<file path="config.mk">
export PLATFORM = sky130hd
export DESIGN_NAME = ttx_exec
export DESIGN_NICKNAME = d
export VERILOG_FILES = /design/src/core/ttx_exec.v /design/src/core/ttx_byte_alu.v
export VERILOG_INCLUDE_DIRS = /design/src /design/src/pkg
export SDC_FILE = /design/constraint.sdc
export NUM_CORES = 1
export LEC_CHECK = 0
export ABC_AREA = 1
export BUFFER_PORTS_ARGS = -buffer_cell sky130_fd_sc_hd__buf_4
export CORE_AREA = 2 2 182 184
export CTS_BUF_LIST = sky130_fd_sc_hd__clkbuf_4
export CTS_CLUSTER_SIZE = 24
export DETAILED_ROUTE_END_ITERATION = 6
export DIE_AREA = 0 0 184 186
export GPL_TIMING_DRIVEN = 1
export HOLD_SLACK_MARGIN = 0.06
export PLACE_DENSITY = 0.68
export SLEW_MARGIN = 20
export SYNTH_ARGS = -nofsm -noshare
export SYNTH_HDL_FRONTEND = slang
export SYNTH_SLANG_ARGS = --single-unit
</file>
<file path="constraint.sdc">
create_clock -name i_clk -period 1.9 [get_ports i_clk]
set_input_delay 0.19 -clock i_clk [delete_from_list [all_inputs] [get_ports i_clk]]
set_output_delay 0.19 -clock i_clk [all_outputs]
set_load 0.005 [all_outputs]
</file>
<file path="src/pkg/ttx_defines.vh">
// Opcode patterns, status bit positions, codes and cycle counts for the trap/test/xor/extract unit
`ifndef TTX_DEFINES_VH
`define TTX_DEFINES_VH
`define TTX_OP_TAS_MASK   16'hF0FF
`define TTX_OP_TAS_VAL    16'h401B
`define TTX_OP_HI_MASK    16'hFF00
`define TTX_OP_TRAP       16'hC300
`define TTX_OP_TSTI       16'hC800
`define TTX_OP_TSTM       16'hCC00
`define TTX_OP_XORI       16'hCA00
`define TTX_OP_XORM       16'hCE00
`define TTX_OP_RR_MASK    16'hF00F
`define TTX_OP_TST_RR     16'h2008
`define TTX_OP_XOR_RR     16'h200A
`define TTX_OP_MIDDLE_EXTRACT      16'h200D
`define TTX_SR_T          0
`define TTX_EXCEPTION_BLOCK_BIT         28
`define TTX_BANK_SELECT_BIT         29
`define TTX_PRIVILEGED_MODE_BIT         30
`define TTX_EXCEPTION_EVENT_REG_TRAP   12'h0160
`define TTX_TRAP_OFFSET   32'h0000_0100
`define TTX_PC_STEP       32'h0000_0002
`define TTX_BYTE_MSB      8'h80
`define TTX_CYC_TAS       4'h3
`define TTX_CYC_TAS_DSP   4'h4
`define TTX_CYC_TRAP      4'h6
`define TTX_CYC_TRAP_DSP  4'h8
`define TTX_CYC_MEM       4'h3
`endif

</file>
<file path="src/core/ttx_exec.v">
// Decode and execute unit for test-and-set, trap, logical test, xor and extract
`include "ttx_defines.vh"
// How it works
// RULE1 - test-and-set reads byte, T set if zero
// RULE2 - sets bit seven, writes byte back
// RULE3 - bus locked across read and write
// RULE4 - test-and-set: three cycles, four on variant
// RULE5 - trap immediate shifted two into code register
// RULE6 - trap saves pc and status
// RULE7 - trap sets mode, block, bank bits
// RULE8 - trap loads event code 0x160
// RULE9 - trap jumps to vector base plus 0x100
// RULE10 - trap in delay slot raises illegal slot
// RULE11 - trap: six cycles, eight on variant
// RULE12 - register test ANDs, sets T, one cycle
// RULE13 - immediate test with register zero
// RULE14 - memory test reads byte, three cycles
// RULE15 - register xor writes destination, T untouched
// RULE16 - immediate xor into register zero
// RULE17 - memory xor read-modify-write, three cycles
// RULE18 - extract middle 32 bits into destination
// RULE19 - non-trap instructions advance pc by two
module ttx_exec #(
  parameter DSP_VARIANT = 0
) (
  // Clock and reset
  input  wire        i_clk,
  input  wire        i_reset,
  // Instruction issue
  input  wire        i_valid,
  input  wire [15:0] i_opcode,
  input  wire        i_delay_slot,
  output wire        o_ready,
  output reg         o_done,
  output reg         o_illegal_slot,
  // Register file read values
  input  wire [31:0] i_rn_val,
  input  wire [31:0] i_rm_val,
  input  wire [31:0] i_r0_val,
  // Register file write
  output reg         o_rf_we,
  output reg  [3:0]  o_rf_waddr,
  output reg  [31:0] o_rf_wdata,
  // Architectural state in
  input  wire [31:0] i_pc,
  input  wire [31:0] i_gbr,
  input  wire [31:0] i_vbr,
  // Architectural state out
  output reg  [31:0] o_pc,
  output reg  [31:0] o_status,
  output reg  [31:0] o_saved_pc,
  output reg  [31:0] o_saved_status,
  output reg  [31:0] o_trap_code,
  output reg  [11:0] o_exception_event,
  // Memory bus
  output reg         o_mem_req,
  output reg         o_mem_we,
  output reg  [31:0] o_mem_addr,
  output reg  [7:0]  o_mem_wdata,
  output reg         o_mem_lock,
  input  wire        i_mem_ack,
  input  wire [7:0]  i_mem_rdata
);
  localparam ST_IDLE  = 2'h0;
  localparam ST_READ  = 2'h1;
  localparam ST_WRITE = 2'h2;
  localparam ST_WAIT  = 2'h3;

  localparam [3:0] TAS_CYC  = DSP_VARIANT ? `TTX_CYC_TAS_DSP : `TTX_CYC_TAS;
  localparam [3:0] TRAP_CYC = DSP_VARIANT ? `TTX_CYC_TRAP_DSP : `TTX_CYC_TRAP;

  reg [1:0]  state_reg;
  reg [3:0]  cnt_reg;
  reg [1:0]  kind_reg;   // 0 tas, 1 logical_test_memory, 2 xor.b
  reg [7:0]  imm_reg;
  reg        wb_reg;
  reg [7:0]  byte_reg;
  reg        zero_reg;

  wire [3:0]  rn = i_opcode[11:8];
  wire [7:0]  imm = i_opcode[7:0];
  wire [15:0] hi  = i_opcode & `TTX_OP_HI_MASK;
  wire [15:0] rr  = i_opcode & `TTX_OP_RR_MASK;

  wire is_tas   = (i_opcode & `TTX_OP_TAS_MASK) == `TTX_OP_TAS_VAL;
  wire is_trap  = hi == `TTX_OP_TRAP;
  wire is_tsti  = hi == `TTX_OP_TSTI;
  wire is_tstm  = hi == `TTX_OP_TSTM;
  wire is_xori  = hi == `TTX_OP_XORI;
  wire is_xorm  = hi == `TTX_OP_XORM;
  wire is_tstrr = rr == `TTX_OP_TST_RR;
  wire is_xorrr = rr == `TTX_OP_XOR_RR;
  wire is_middle_extract = rr == `TTX_OP_MIDDLE_EXTRACT;

  wire [7:0] alu_result;
  wire       alu_zero;

  ttx_byte_alu u_alu (
    .i_data   (i_mem_rdata),
    .i_imm    (imm_reg),
    .i_sel    (kind_reg),
    .o_result (alu_result),
    .o_zero   (alu_zero)
  );

  assign o_ready = (state_reg == ST_IDLE);

  // Sequencer and architectural updates
  always @(posedge i_clk) begin
    if (i_reset) begin
      state_reg         <= ST_IDLE;
      cnt_reg           <= 4'h0;
      kind_reg          <= 2'h0;
      imm_reg           <= 8'h00;
      wb_reg            <= 1'b0;
      byte_reg          <= 8'h00;
      zero_reg          <= 1'b0;
      o_done            <= 1'b0;
      o_illegal_slot    <= 1'b0;
      o_rf_we           <= 1'b0;
      o_rf_waddr        <= 4'h0;
      o_rf_wdata        <= 32'h0000_0000;
      o_pc              <= 32'h0000_0000;
      o_status          <= 32'h0000_0000;
      o_saved_pc        <= 32'h0000_0000;
      o_saved_status    <= 32'h0000_0000;
      o_trap_code       <= 32'h0000_0000;
      o_exception_event <= 12'h000;
      o_mem_req         <= 1'b0;
      o_mem_we          <= 1'b0;
      o_mem_addr        <= 32'h0000_0000;
      o_mem_wdata       <= 8'h00;
      o_mem_lock        <= 1'b0;
    end else begin
      o_done         <= 1'b0;
      o_illegal_slot <= 1'b0;
      o_rf_we        <= 1'b0;
      if (cnt_reg != 4'h0)
        cnt_reg <= cnt_reg - 4'h1;
      case (state_reg)
        ST_IDLE: begin
          if (i_valid) begin
            if (is_trap && i_delay_slot) begin
              o_illegal_slot <= 1'b1;                        // [RULE10]
              o_done         <= 1'b1;
            end else if (is_trap) begin
              o_trap_code       <= {22'h00_0000, imm, 2'b00};  // [RULE5]
              o_saved_pc        <= i_pc;                      // [RULE6]
              o_saved_status    <= o_status;                  // [RULE6]
              o_status[`TTX_PRIVILEGED_MODE_BIT] <= 1'b1;                   // [RULE7]
              o_status[`TTX_EXCEPTION_BLOCK_BIT] <= 1'b1;                   // [RULE7]
              o_status[`TTX_BANK_SELECT_BIT] <= 1'b1;                   // [RULE7]
              o_exception_event <= `TTX_EXCEPTION_EVENT_REG_TRAP;          // [RULE8]
              o_pc              <= i_vbr + `TTX_TRAP_OFFSET;  // [RULE9]
              cnt_reg           <= TRAP_CYC - 4'h1;           // [RULE11]
              kind_reg          <= 2'h3;                      // Marks a trap in progress
              state_reg         <= ST_WAIT;
            end else if (is_tas || is_tstm || is_xorm) begin
              kind_reg   <= is_tas ? 2'h0 : (is_tstm ? 2'h1 : 2'h2);
              wb_reg     <= !is_tstm;                         // [RULE14]
              imm_reg    <= imm;
              o_mem_addr <= is_tas ? i_rn_val : i_gbr + i_r0_val;  // [RULE1] [RULE14] [RULE17]
              o_mem_req  <= 1'b1;
              o_mem_we   <= 1'b0;
              o_mem_lock <= is_tas;                           // [RULE3]
              cnt_reg    <= (is_tas ? TAS_CYC : `TTX_CYC_MEM) - 4'h1;  // [RULE4] [RULE14] [RULE17]
              state_reg  <= ST_READ;
            end else begin
              // Single-cycle register forms
              o_done <= 1'b1;
              o_pc   <= i_pc + `TTX_PC_STEP;                  // [RULE19]
              if (is_tstrr)
                o_status[`TTX_SR_T] <= ((i_rn_val & i_rm_val) == 32'h0000_0000);  // [RULE12]
              if (is_tsti)
                o_status[`TTX_SR_T] <= ((i_r0_val & {24'h00_0000, imm}) == 32'h0000_0000);  // [RULE13]
              if (is_xorrr) begin
                o_rf_we    <= 1'b1;
                o_rf_waddr <= rn;
                o_rf_wdata <= i_rn_val ^ i_rm_val;            // [RULE15]
              end
              if (is_xori) begin
                o_rf_we    <= 1'b1;
                o_rf_waddr <= 4'h0;
                o_rf_wdata <= i_r0_val ^ {24'h00_0000, imm};  // [RULE16]
              end
              if (is_middle_extract) begin
                o_rf_we    <= 1'b1;
                o_rf_waddr <= rn;
                o_rf_wdata <= {i_rm_val[15:0], i_rn_val[31:16]};  // [RULE18]
              end
            end
          end
        end
        ST_READ: begin
          if (i_mem_ack) begin
            byte_reg <= alu_result;
            zero_reg <= alu_zero;
            if (kind_reg != 2'h2)
              o_status[`TTX_SR_T] <= alu_zero;                // [RULE1] [RULE14]
            if (wb_reg) begin
              o_mem_we    <= 1'b1;
              o_mem_wdata <= alu_result;                      // [RULE2] [RULE17]
              state_reg   <= ST_WRITE;
            end else begin
              o_mem_req <= 1'b0;
              state_reg <= ST_WAIT;
            end
          end
        end
        ST_WRITE: begin
          if (i_mem_ack) begin
            o_mem_req  <= 1'b0;
            o_mem_we   <= 1'b0;
            o_mem_lock <= 1'b0;                               // [RULE3]
            state_reg  <= ST_WAIT;
          end
        end
        ST_WAIT: begin
          if (cnt_reg <= 4'h1) begin
            o_done    <= 1'b1;
            state_reg <= ST_IDLE;
            // Trap keeps its vector target; memory forms step past the opcode
            if (kind_reg != 2'h3)
              o_pc <= i_pc + `TTX_PC_STEP;                    // [RULE19]
          end
        end
        default: state_reg <= ST_IDLE;
      endcase
    end
  end
endmodule

</file>
<file path="src/core/ttx_byte_alu.v">
// Byte logic unit for memory test, xor and test-and-set
`include "ttx_defines.vh"
module ttx_byte_alu (
  // Operand and selection
  input  wire [7:0] i_data,
  input  wire [7:0] i_imm,
  input  wire [1:0] i_sel,
  // Results
  output reg  [7:0] o_result,
  output wire       o_zero
);
  reg [7:0] masked;

  // 0 test-and-set, 1 and-test, 2 xor
  always @* begin
    masked = (i_sel == 2'h0) ? i_data : (i_data & i_imm);
    case (i_sel)
      2'h0:    o_result = i_data | `TTX_BYTE_MSB;
      2'h2:    o_result = i_data ^ i_imm;
      default: o_result = i_data;
    endcase
  end

  assign o_zero = (masked == 8'h00);
endmodule

</file>
==> results of run 1 <==
[cell usage in the layout, fill, tap and decap left out, types with 5 or more instances in the layout]
master and n:
dlygate4sd3_1 169, o211ai_1 15, nand2_1 582, buf_12 14, o21ai_1 34, xor2_1 21, nor2_1 276, nand3_1 128
dfxtp_1 171, inv_2 9, nor4_1 5, o21ai_0 123, clkbuf_4 19, nor3_1 24, inv_1 255, and3_1 5
a31oi_1 10, nand3b_1 9, xnor2_1 10, nand4_1 21, ha_1 83, inv_8 5, conb_1 89, nand2_2 7
a21oi_1 119, nor2_2 9, buf_4 487
[what timing repair did]
action	CTS	global route
endpoints found under the hold margin	158	0
buffers inserted	0	1
setup endpoints to repair	9	75
gates cloned	0	2
hold buffers	169	0
pin swaps	1	3
gates resized for setup	3	41
[worst register-to-register path: stages, from the launching register on]
cell	delay [ns]
dfxtp_2	0.36
buf_4	0.14
ha_2	0.20
buf_4	0.14
nor2_4	0.19
buf_6	0.16
buf_12	0.13
a21oi_1	0.04
o21ai_1	0.10
nand3_1	0.11
o21ai_1	0.10
nor2_1	0.05
[cell type report]
| cell class | count | area, sq um | share of cell area (%) |
|---|---|---|---|
| multi-input combinational | 1610 | 8000 | 41.9 |
| timing repair buffer | 676 | 5720 | 30.0 |
| sequential | 175 | 3510 | 18.4 |
| inverter | 267 | 1010 | 5.30 |
| tap | 408 | 510 | 2.68 |
| clock inverter | 13 | 173 | 0.906 |
| clock buffer | 19 | 143 | 0.748 |
| antenna | 1 | 2.50 | 0.0131 |
[final timing paths]
kind | from | to | slack, ns
worst min-delay path | i_rm_val[17] | o_rf_wdata[17] | 0.09
worst max-delay path | state_reg[0] | o_pc[13] | 0.07
worst max register to register | state_reg[0] | o_pc[13] | 0.07
worst min register to register | o_saved_pc[15] | o_saved_pc[15] | 0.45
[report_power, final]
group / switching (mW) / internal [mW] / leakage, nW
combinational: 2.04 / 1.72 / 8.33
clock: 1.59 / 0.872 / 0.162
sequential: 0.140 / 3.87 / 1.42
total: 3.77 / 6.47 / 9.92
[kinds of logic (layout without fill, tap and decap cells)]
group                    count (synthesis)  after routing  share of synthesized area [%]
XOR/XNOR                                31             31                           2.06
adder cells (fa/ha/maj)                 89             89                           8.53
AND/OR/NAND/NOR                       1082           1082                           34.1
flip-flops                             175            175                           26.6
AO/OA/AOI/OAI                          319            319                           12.9
buffers and inverters                  430            975                           15.8
other                                    1             90                         0.0285
[per-layer routing]
metal / vias to the layer above / routed length [um] / GRT usage (%)
met5: - / 0 / 0
met4: 0 / 3120 / 17.2
met3: 151 / 4100 / 5.09
met2: 761 / 27400 / 57.8
met1: 7287 / 23600 / 38.9
li1: 7842 / - / -
==> results.txt, run 1 <==
Die area: 34200 sq um
Vias in the first global route: 15400
CTS Root Cell: clkbuf_4
Crit-path max cell delay: 0.36 ns
Drt pass-1 iters: 6
Pre-CTS setup slack: -0.170 ns
Crit path kind: reg2reg
Per-cell routed wire length: 18.4 um
Clock buffer count from CTS: 17
Hpwl dp: 46300 um
Reg clk slew, reported paths: 0.17 ns
Count leader, synth: nand2_1
Placed Area: 16900 sq um
Routed wire length: 58300 um
All-layer global routing usage: 33.0%
CP max-delay cell: dfxtp_2
Mapped cell area: 13200 sq um
GPL Wtd Cong: 0.988
ANT nets after route: 0
Starting DRT DRC Count: 1124
Die Y: 186 um
WP buf/inv: 4
Yosys reg bits: 175
Hold Path Stages: 6
RSZ-0062 raised after global routing: true
CP arrival: 2.31 ns
Synth area leader: dfxtp_1
Top cells by area, synth: dfxtp_1 27%, nand2_1 17%, ha_1 8.4%
Max VDD drop: 0.438 mV
CP delay by family, top: buffers and inverters
Worst hold margin: 0.0927 ns
Nets: 3057
Non-Filler Cell Area, Final: 19100 sq um
Asr flop ratio synth: 0%
Yosys warns: 0
Worst path depth: 11
Core footprint: 32200 sq um
Required @ worst endpoint: 2.38 ns
Ys flop type: dfxtp_1
FMAX: 545 MHz
Max FO, Critical Path: 12
# DRC: 0
CP startpoint kind: flop
Skew-Pair Late Insertion Delay: 0.60 ns
First-pass GRT wire length: 85500 um
Post-synth top cells: 584 x nand2_1, 283 x nor2_1, 258 x inv_1
PnR worst setup slack: 0.0650 ns
Initial antenna violation count: 1
Utilization after layout: 59.2%
Pleak: 9.92 nW
I/O Buffers: 386
Post-DR vias/cell: 5.06
GR Overflow Total: 0
Largest net degree at the start of global routing: 63
Layout cells sized above 1: 21.5%
Power Dens Cells: 537 nW/um^2
Starting density of the core: 40.8%
CTS H-tree lvls: 4
Total power: 10.2 mW
Post-Syn Instances: 2127
Row cnt: 66
Io pins: 476
Total number of vias: 16000
# setup viols final: 0
Distinct cells, synth: 44
Final cell count without fillers: 3169
Status: complete, no violations
Synth top area share: 26.6%
Slew Viols, Final: 0
CTS Sinks: 175
Final Critical Period: 1.83 ns
Final Hold Vio Count: 0
DP Cell Count: 2964
Die width: 184 um
Layout Skew: 0.0282 ns
Clk buf depth: 2
Post-synth EDFFs: 0
Worst Setup End Kind: flop
Final Cycle Share: 96.6%
Post-synthesis sequential area ratio: 26.6%
Mean Syn Cell Area: 6.18 sq um
Area grow syn2layout: 45.0%
FILL cells: 3061
Setup TNS: 0 ns
R2r worst-path depth: 11
Worst hold path type: in2reg
CTS tree: built
Max cap viols: 0
Critical path cell sequence: buf_4, ha_2, buf_4, nor2_4, buf_6, buf_12, a21oi_1, o21ai_1, nand3_1, o21ai_1, nor2_1
Note: power is estimated with default switching activity, not from simulation.
==> run 2, diff against run 1 <==
--- a/config.mk
+++ b/config.mk
@@ -8,14 +8,14 @@
 export LEC_CHECK = 0
 export ABC_AREA = 1
 export BUFFER_PORTS_ARGS = -buffer_cell sky130_fd_sc_hd__buf_4
-export CORE_AREA = 2 2 182 184
+export CORE_AREA = 2 2 186 188
 export CTS_BUF_LIST = sky130_fd_sc_hd__clkbuf_4
 export CTS_CLUSTER_SIZE = 24
 export DETAILED_ROUTE_END_ITERATION = 6
-export DIE_AREA = 0 0 184 186
+export DIE_AREA = 0 0 188 190
 export GPL_TIMING_DRIVEN = 1
 export HOLD_SLACK_MARGIN = 0.06
-export PLACE_DENSITY = 0.68
+export PLACE_DENSITY = 0.65
 export SLEW_MARGIN = 20
 export SYNTH_ARGS = -nofsm -noshare
 export SYNTH_HDL_FRONTEND = slang
==> constraint.sdc (replaced) <==
create_clock -name i_clk -period 2.4 [get_ports i_clk]
set_input_delay 0.24 -clock i_clk [delete_from_list [all_inputs] [get_ports i_clk]]
set_output_delay 0.24 -clock i_clk [all_outputs]
set_load 0.005 [all_outputs]
==> results.txt, run 2 (synthesis gave the netlist of run 1 again) <==
Area grow syn2layout: 36.2%
Clock buffer count from CTS: 17 (unchanged)
# DRC: 2 (+2)
Core footprint: 33900 sq um (+5.4%)
Commonest non-fill, non-tap cell in the layout: nand2_1
Placed Area: 16100 sq um (-4.8%)
PnR worst setup slack: 0.0658 ns (+0.000788 ns)
CP startpoint kind: primary input
Worst Setup End Kind: flop
Slew Viols, Final: 0 (unchanged)
Power Dens Cells: 430 nW/um^2 (-20%)
First-pass GRT wire length: 84200 um (-1.5%)
Layout Skew: 0.0325 ns (+0.00429 ns)
Layout cells sized above 1: 17.8% (-3.7 points)
R2r worst-path depth: 10 (-1)
Utilization after layout: 52.7% (-6.4 points)
Setup TNS: 0 ns (unchanged)
I/O Buffers: 386 (unchanged)
Worst hold path type: in2reg
Status: finished, violations left
Die Y: 190 um (+2.2%)
Internal power component: 4.78 mW (-26%)
Skew-Pair Late Insertion Delay: 0.61 ns (about the same)
Total power: 7.70 mW (-25%)
Io pins: 476 (unchanged)
Nets: 2937 (-3.9%)
Hold Path Stages: 5 (-1)
Final cell count without fillers: 3096 (-2.3%)
Most frequent cells in the layout: 583 x nand2_1, 402 x buf_4, 281 x nor2_1
Non-Filler Cell Area, Final: 17900 sq um (-6.1%)
Final Critical Period: 2.33 ns
Worst hold margin: 0.122 ns (+0.0296 ns)
# setup viols final: 0 (unchanged)
CTS Root Cell: clkbuf_4
DP Cell Count: 2913 (-1.7%)
Total number of vias: 15300 (-4.7%)
Final Hold Vio Count: 0 (unchanged)
Initial antenna violation count: 1 (unchanged)
Sequential power share: 41.2% (+2.0 points)
Pleak: 9.29 nW (-6.3%)
Pre-CTS setup slack: 0.192 ns (+0.362 ns)
Clock group share of total power: 24.7% (+0.6 points)
CTS H-tree lvls: 4 (unchanged)
Clk buf depth: 2 (unchanged)
Per-cell routed wire length: 18.2 um (-1.0%)
CTS Sinks: 175 (unchanged)
Largest net degree at the start of global routing: 124 (+97%)
FILL cells: 3440 (+12%)
Max cap viols: 0 (unchanged)
Starting DRT DRC Count: 1148 (+2.1%)
Required @ worst endpoint: 2.95 ns (+0.57 ns)
Drt pass-1 iters: 7 (+1)
Reg clk slew, reported paths: 0.16 ns (about the same)
Row cnt: 68 (+3.0%)
Worst-margin pin slew: 0.756 ns
Comb pwr share: 34.0% (-2.7 points)
ANT nets after route: 0 (unchanged)
Violated checks: design-rule violations
GPL Wtd Cong: 0.985 (-0.28%)
Crit path kind: in2reg
CP arrival: 2.88 ns (+0.57 ns)
FMAX: 428 MHz
Die width: 188 um (+2.2%)
Hpwl dp: 45200 um (-2.4%)
All-layer global routing usage: 30.7% (-2.2 points)
GR Overflow Total: 0 (unchanged)
Psw: 2.92 mW (-23%)
Post-DR vias/cell: 4.94 (-2.5%)
Max_slew headroom: 49.5%
Starting density of the core: 38.7% (-2.1 points)
CTS tree: built
Max FO, Critical Path: 32 (+20)
Die area: 35700 sq um (+4.4%)
RSZ-0062 raised after global routing: false
Routed wire length: 56300 um (-3.3%)
Final Cycle Share: 97.3%
Sw Ratio: 37.9% (+1.1 points)
FF-to-FF setup slack: 0.18 ns (+0.11 ns)
Vias in the first global route: 14700 (-4.4%)
Max VDD drop: 0.258 mV (-41%)
## run 2: changes by cell type in the layout (fill, tap and decap cells not counted), moves of 4 or more
cell / delta
dfxtp_1: +4
o21ai_0: +9
nor2_1: +5
dfxtp_2: -4
ha_1: +5
o21ai_1: -8
buf_6: -4
buf_12: -10
buf_4: -85
dlygate4sd3_1: -19
## run 2: worst paths after layout
check,from,endpoint
setup / recovery,i_opcode[0],o_rf_wdata[27]
hold / removal,i_rm_val[15],o_rf_wdata[31]
setup reg to reg,state_reg[0],o_rf_waddr[1]
hold reg to reg,o_saved_pc[4],o_saved_pc[4]
## run 2: critical path: stages
cell           delay [ns]
dlygate4sd3_1        0.54
buf_4                0.16
inv_1                0.06
nor4_1               0.25
nand2_1              0.13
inv_1                0.11
buf_4                0.38
nand2_1              0.12
nand3_1              0.15
dlygate4sd3_1        0.59
nor2_1               0.05
nor2_1               0.09
## run 2: what timing repair did
action                                  4_1_cts  5_1_grt
endpoints found under the setup margin        0       10
hold buffers                                150        0
resized for setup                             0        4
hold endpoints to repair                    149        0
setup buffers                                 0        0
## run 2: routing by layer
layer / vias up / GRT usage, % / part of all wire, %
met4: 0 / 12.7 / 4.0
met3: 101 / 3.36 / 5.8
met5: - / 0 / 0
li1: 7604 / - / -
met1: 6949 / 37.3 / 42
met2: 631 / 55.1 / 48
## run 2: area by class of cell
type	count	area (sq um)	share of cell area [%]
antenna	1	2.50	0.0140
clock buffer	17	128	0.713
clock inverter	15	190	1.06
inverter	267	1000	5.60
multi-input combinational	1610	7910	44.2
sequential	175	3500	19.6
tap	455	569	3.18
timing repair buffer	556	4600	25.7
## run 2: power by group through the flow
stage / combinational (mW) / clock, mW / sequential, mW
detailed placement: 2.38 / 0 / 3.23
floorplan: 1.40 / 0 / 3.21
finish: 2.62 / 1.90 / 3.17
global route: 2.89 / 2.06 / 3.19
global placement: 2.36 / 0 / 3.23
CTS: 2.59 / 1.96 / 3.17
==> run 3, diff against run 2 <==
--- a/config.mk
+++ b/config.mk
@@ -8,15 +8,16 @@
 export LEC_CHECK = 0
 export ABC_AREA = 1
 export BUFFER_PORTS_ARGS = -buffer_cell sky130_fd_sc_hd__buf_4
-export CORE_AREA = 2 2 186 188
+export CORE_AREA = 2 2 184 186
 export CTS_BUF_LIST = sky130_fd_sc_hd__clkbuf_4
 export CTS_CLUSTER_SIZE = 24
 export DETAILED_ROUTE_END_ITERATION = 6
-export DIE_AREA = 0 0 188 190
+export DIE_AREA = 0 0 186 188
 export GPL_TIMING_DRIVEN = 1
 export HOLD_SLACK_MARGIN = 0.06
-export PLACE_DENSITY = 0.65
+export PLACE_DENSITY = 0.66
 export SLEW_MARGIN = 20
 export SYNTH_ARGS = -nofsm -noshare
 export SYNTH_HDL_FRONTEND = slang
+export SYNTH_HIERARCHICAL = 1
 export SYNTH_SLANG_ARGS = --single-unit
==> results.txt, run 3 <==
Layout cells sized above 1: 18.5% (+0.76 points)
Total number of vias: 15400 (+0.76%)
Synth area leader: dfxtp_1
All-layer global routing usage: 32.7% (+2.0 points)
Routed wire length: 58900 um (+4.6%)
GR Overflow Total: 0 (unchanged)
Commonest non-fill, non-tap cell in the layout: nand2_1
Power Dens Cells: 428 nW/um^2 (-0.44%)
Yosys warns: 6 (+6)
Post-Syn Instances: 2065 (-2.9%)
Reg clk slew, reported paths: 0.17 ns (about the same)
Xor/xnor cell area share of the yosys netlist: 1.90% (-0.16 points)
Post-synthesis mux area share: 0.0776% (+0.078 points)
Final cell count without fillers: 3036 (-1.9%)
Max VDD drop: 0.235 mV (-8.9%)
Pleak: 9.08 nW (-2.2%)
Crit-path max cell delay: 0.56 ns (-0.03 ns)
Max_slew headroom: 44.4% (-5.2 points)
CP max-delay cell: dlygate4sd3_1
Hpwl dp: 47200 um (+4.5%)
Post-synthesis sequential area ratio: 27.1% (+0.51 points)
Synth Area in Simple Gates: 35.7% (+1.7 points)
CTS Root Cell: clkbuf_4
Final Critical Period: 2.34 ns (+0.00747 ns)
Io pins: 476 (unchanged)
Max cap viols: 0 (unchanged)
Synth top area share: 27.1% (+0.51 points)
Area grow syn2layout: 37.2%
Die area: 35000 sq um (-2.1%)
Core footprint: 33100 sq um (-2.5%)
Status: complete, no violations
Ys flop type: dfxtp_1
Mean Syn Cell Area: 6.25 sq um (+1.1%)
Setup TNS: 0 ns (unchanged)
CP startpoint kind: primary input
CP arrival: 2.84 ns (-0.04 ns)
Nets: 2882 (-1.9%)
Mapped cell area: 12900 sq um (-1.9%)
Largest net degree at the start of global routing: 118 (-4.8%)
Skew-Pair Late Insertion Delay: 0.61 ns (about the same)
Post-synth top cells: 572 x nand2_1, 307 x nor2_1, 185 x inv_1
RSZ-0062 raised after global routing: true
Clock buffer count from CTS: 17 (unchanged)
Per-cell routed wire length: 19.4 um (+6.7%)
Post-CTS Setup Bufs: 0 (unchanged)
Vias in the first global route: 14700 (-0.37%)
Asr flop ratio synth: 0% (unchanged)
ANT nets after route: 0 (unchanged)
Most frequent cells in the layout: 572 x nand2_1, 412 x buf_4, 306 x nor2_1
CTS tree: built
# DRC: 0 (-2)
GPL Wtd Cong: 0.983 (-0.21%)
First-pass GRT wire length: 85700 um (+1.8%)
CTS H-tree lvls: 4 (unchanged)
FILL cells: 3367 (-2.1%)
DP Cell Count: 2858 (-1.9%)
Post-synth EDFFs: 0 (unchanged)
Die Y: 188 um (-1.1%)
Worst Setup End Kind: flop
Crit path kind: in2reg
Drt pass-1 iters: 5 (-2)
# setup viols final: 0 (unchanged)
Clk buf depth: 2 (unchanged)
CTS Sinks: 175 (unchanged)
Initial antenna violation count: 3 (+2)
Yosys reg bits: 175 (unchanged)
Max FO, Critical Path: 20 (-38%)
CP delay by family, top: buffers and inverters
Compound-Gate Fraction of Synth Area: 12.8% (-0.095 points)
Top cells by area, synth: dfxtp_1 27%, nand2_1 17%, nor2_1 8.9%
Required @ worst endpoint: 2.90 ns (-0.05 ns)
Largest family of logic cells by synthesized area: simple AND/OR/NAND/NOR gates
Critical path cell sequence: dlygate4sd3_1, buf_4, inv_1, nand4_1, nor2_8, nand2_2, buf_4, a21oi_1, o21ai_0, dlygate4sd3_1, nand2_1, a21oi_1
Count leader, synth: nand2_1
Post-DR vias/cell: 5.07 (+2.8%)
Die width: 186 um (-1.1%)
WP buf/inv: 5 (-1)
Distinct cells, synth: 54 (+23%)
Starting DRT DRC Count: 1158 (+0.87%)
Adder-cell share of the synthesized area: 8.69% (+0.16 points)
Slew Viols, Final: 0 (unchanged)
Starting density of the core: 39.0% (+0.24 points)
Final Cycle Share: 97.6% (+0.31 points)
Worst-margin pin slew: 0.835 ns (+0.0787 ns)
Layout Skew: 0.0256 ns (-0.00681 ns)
Worst hold path type: in2reg
I/O Buffers: 386 (unchanged)
FMAX: 427 MHz (-0.32%)
Row cnt: 67 (-1.5%)
Pre-CTS setup slack: 0.111 ns (-0.0807 ns)
PnR worst setup slack: 0.0583 ns (-0.00747 ns)
Final Hold Vio Count: 0 (unchanged)
## run 3: cell types whose count changed after synthesis, moves of 5 or more
cell      before  now
o21ai_1       25    7
o211ai_1      15    3
nand3_1      131  139
inv_1        258  185
o21ai_0      133  168
a21oi_1      121  108
a31oi_1       10    3
nor4_1         5   10
nand4_1       21   16
buf_2         32   18
nand2_1      584  572
clkbuf_1      23   33
nor2_1       283  307
## run 3: report_power, final
| part | total (mW) | switching, mW | internal, mW |
|---|---|---|---|
| clock network | 1.80 | 1.25 | 0.552 |
| logic | 2.61 | 1.50 | 1.11 |
| registers | 3.16 | 0.0986 | 3.06 |
| total | 7.57 | 2.85 | 4.72 |
## run 3: layout make-up
type                       count  area (sq um)  area share [%]
antenna                        3          7.51          0.0424
clock buffer                  17           128           0.721
clock inverter                15           153           0.862
inverter                     192           723            4.09
multi-input combinational   1625          7990            45.1
sequential                   175          3500            19.8
tap                          448           561            3.17
timing repair buffer         561          4640            26.2
## run 3: per-stage QoR
stage / power [mW] / cell area [sq um] / utilization [%] / hold slack, ns
after global routing: 7.98 / 17700 / 53.5 / 0.104
after global placement: 5.59 / 16000 / 48.2 / 0.437
after CTS: 7.57 / 17700 / 53.4 / 0.0611
after detailed placement: 5.60 / 16000 / 48.2 / 0.438
after floorplan: 4.56 / 13200 / - / 0.350
final: 7.57 / 17700 / 53.5 / 0.116
## run 3: tightest hold or removal path: cells and delay by family
family                 cells  cell delay, ns
buffers and inverters      1            0.13
AND/OR/NAND/NOR            2            0.14
XOR/XNOR                   1            0.12
AO/OA/AOI/OAI              1            0.06
## run 3: kinds of logic (layout without fill, tap and decap cells)
logic type,after synthesis,after routing
AOI/OAI and AO/OA,313,313
and+or+nand+nor,1105,1105
other,1,92
xor gates and xnor gates,28,28
DFF,175,175
adders and majority gates,89,89
muxes,1,1
buffers and inverters,353,785
## run 3: worst paths after layout
path	start	end	slack [ns]	depth (start not counted)
hold / removal	i_vbr[10]	o_pc[10]	0.12	5
setup / recovery	i_opcode[11]	o_pc[22]	0.06	12
setup reg to reg	state_reg[1]	o_pc[22]	0.14	9
hold reg to reg	o_mem_wdata[3]	o_mem_wdata[3]	0.46	2
## run 3: per-layer routing
| metal | track usage [%] | up-vias | wire length [um] |
|---|---|---|---|
| met2 | 56.5 | 682 | 27800 |
| met5 | 0 | - | 0 |
| met4 | 14.1 | 0 | 2610 |
| met3 | 5.22 | 104 | 4300 |
| met1 | 39.9 | 7127 | 24200 |
| li1 | - | 7488 | - |
## run 3: repair_timing
action	CTS	global route
hold buffers	143	0
endpoints found under the hold margin	149	0
gates resized for setup	0	4
endpoints found under the setup margin	0	34
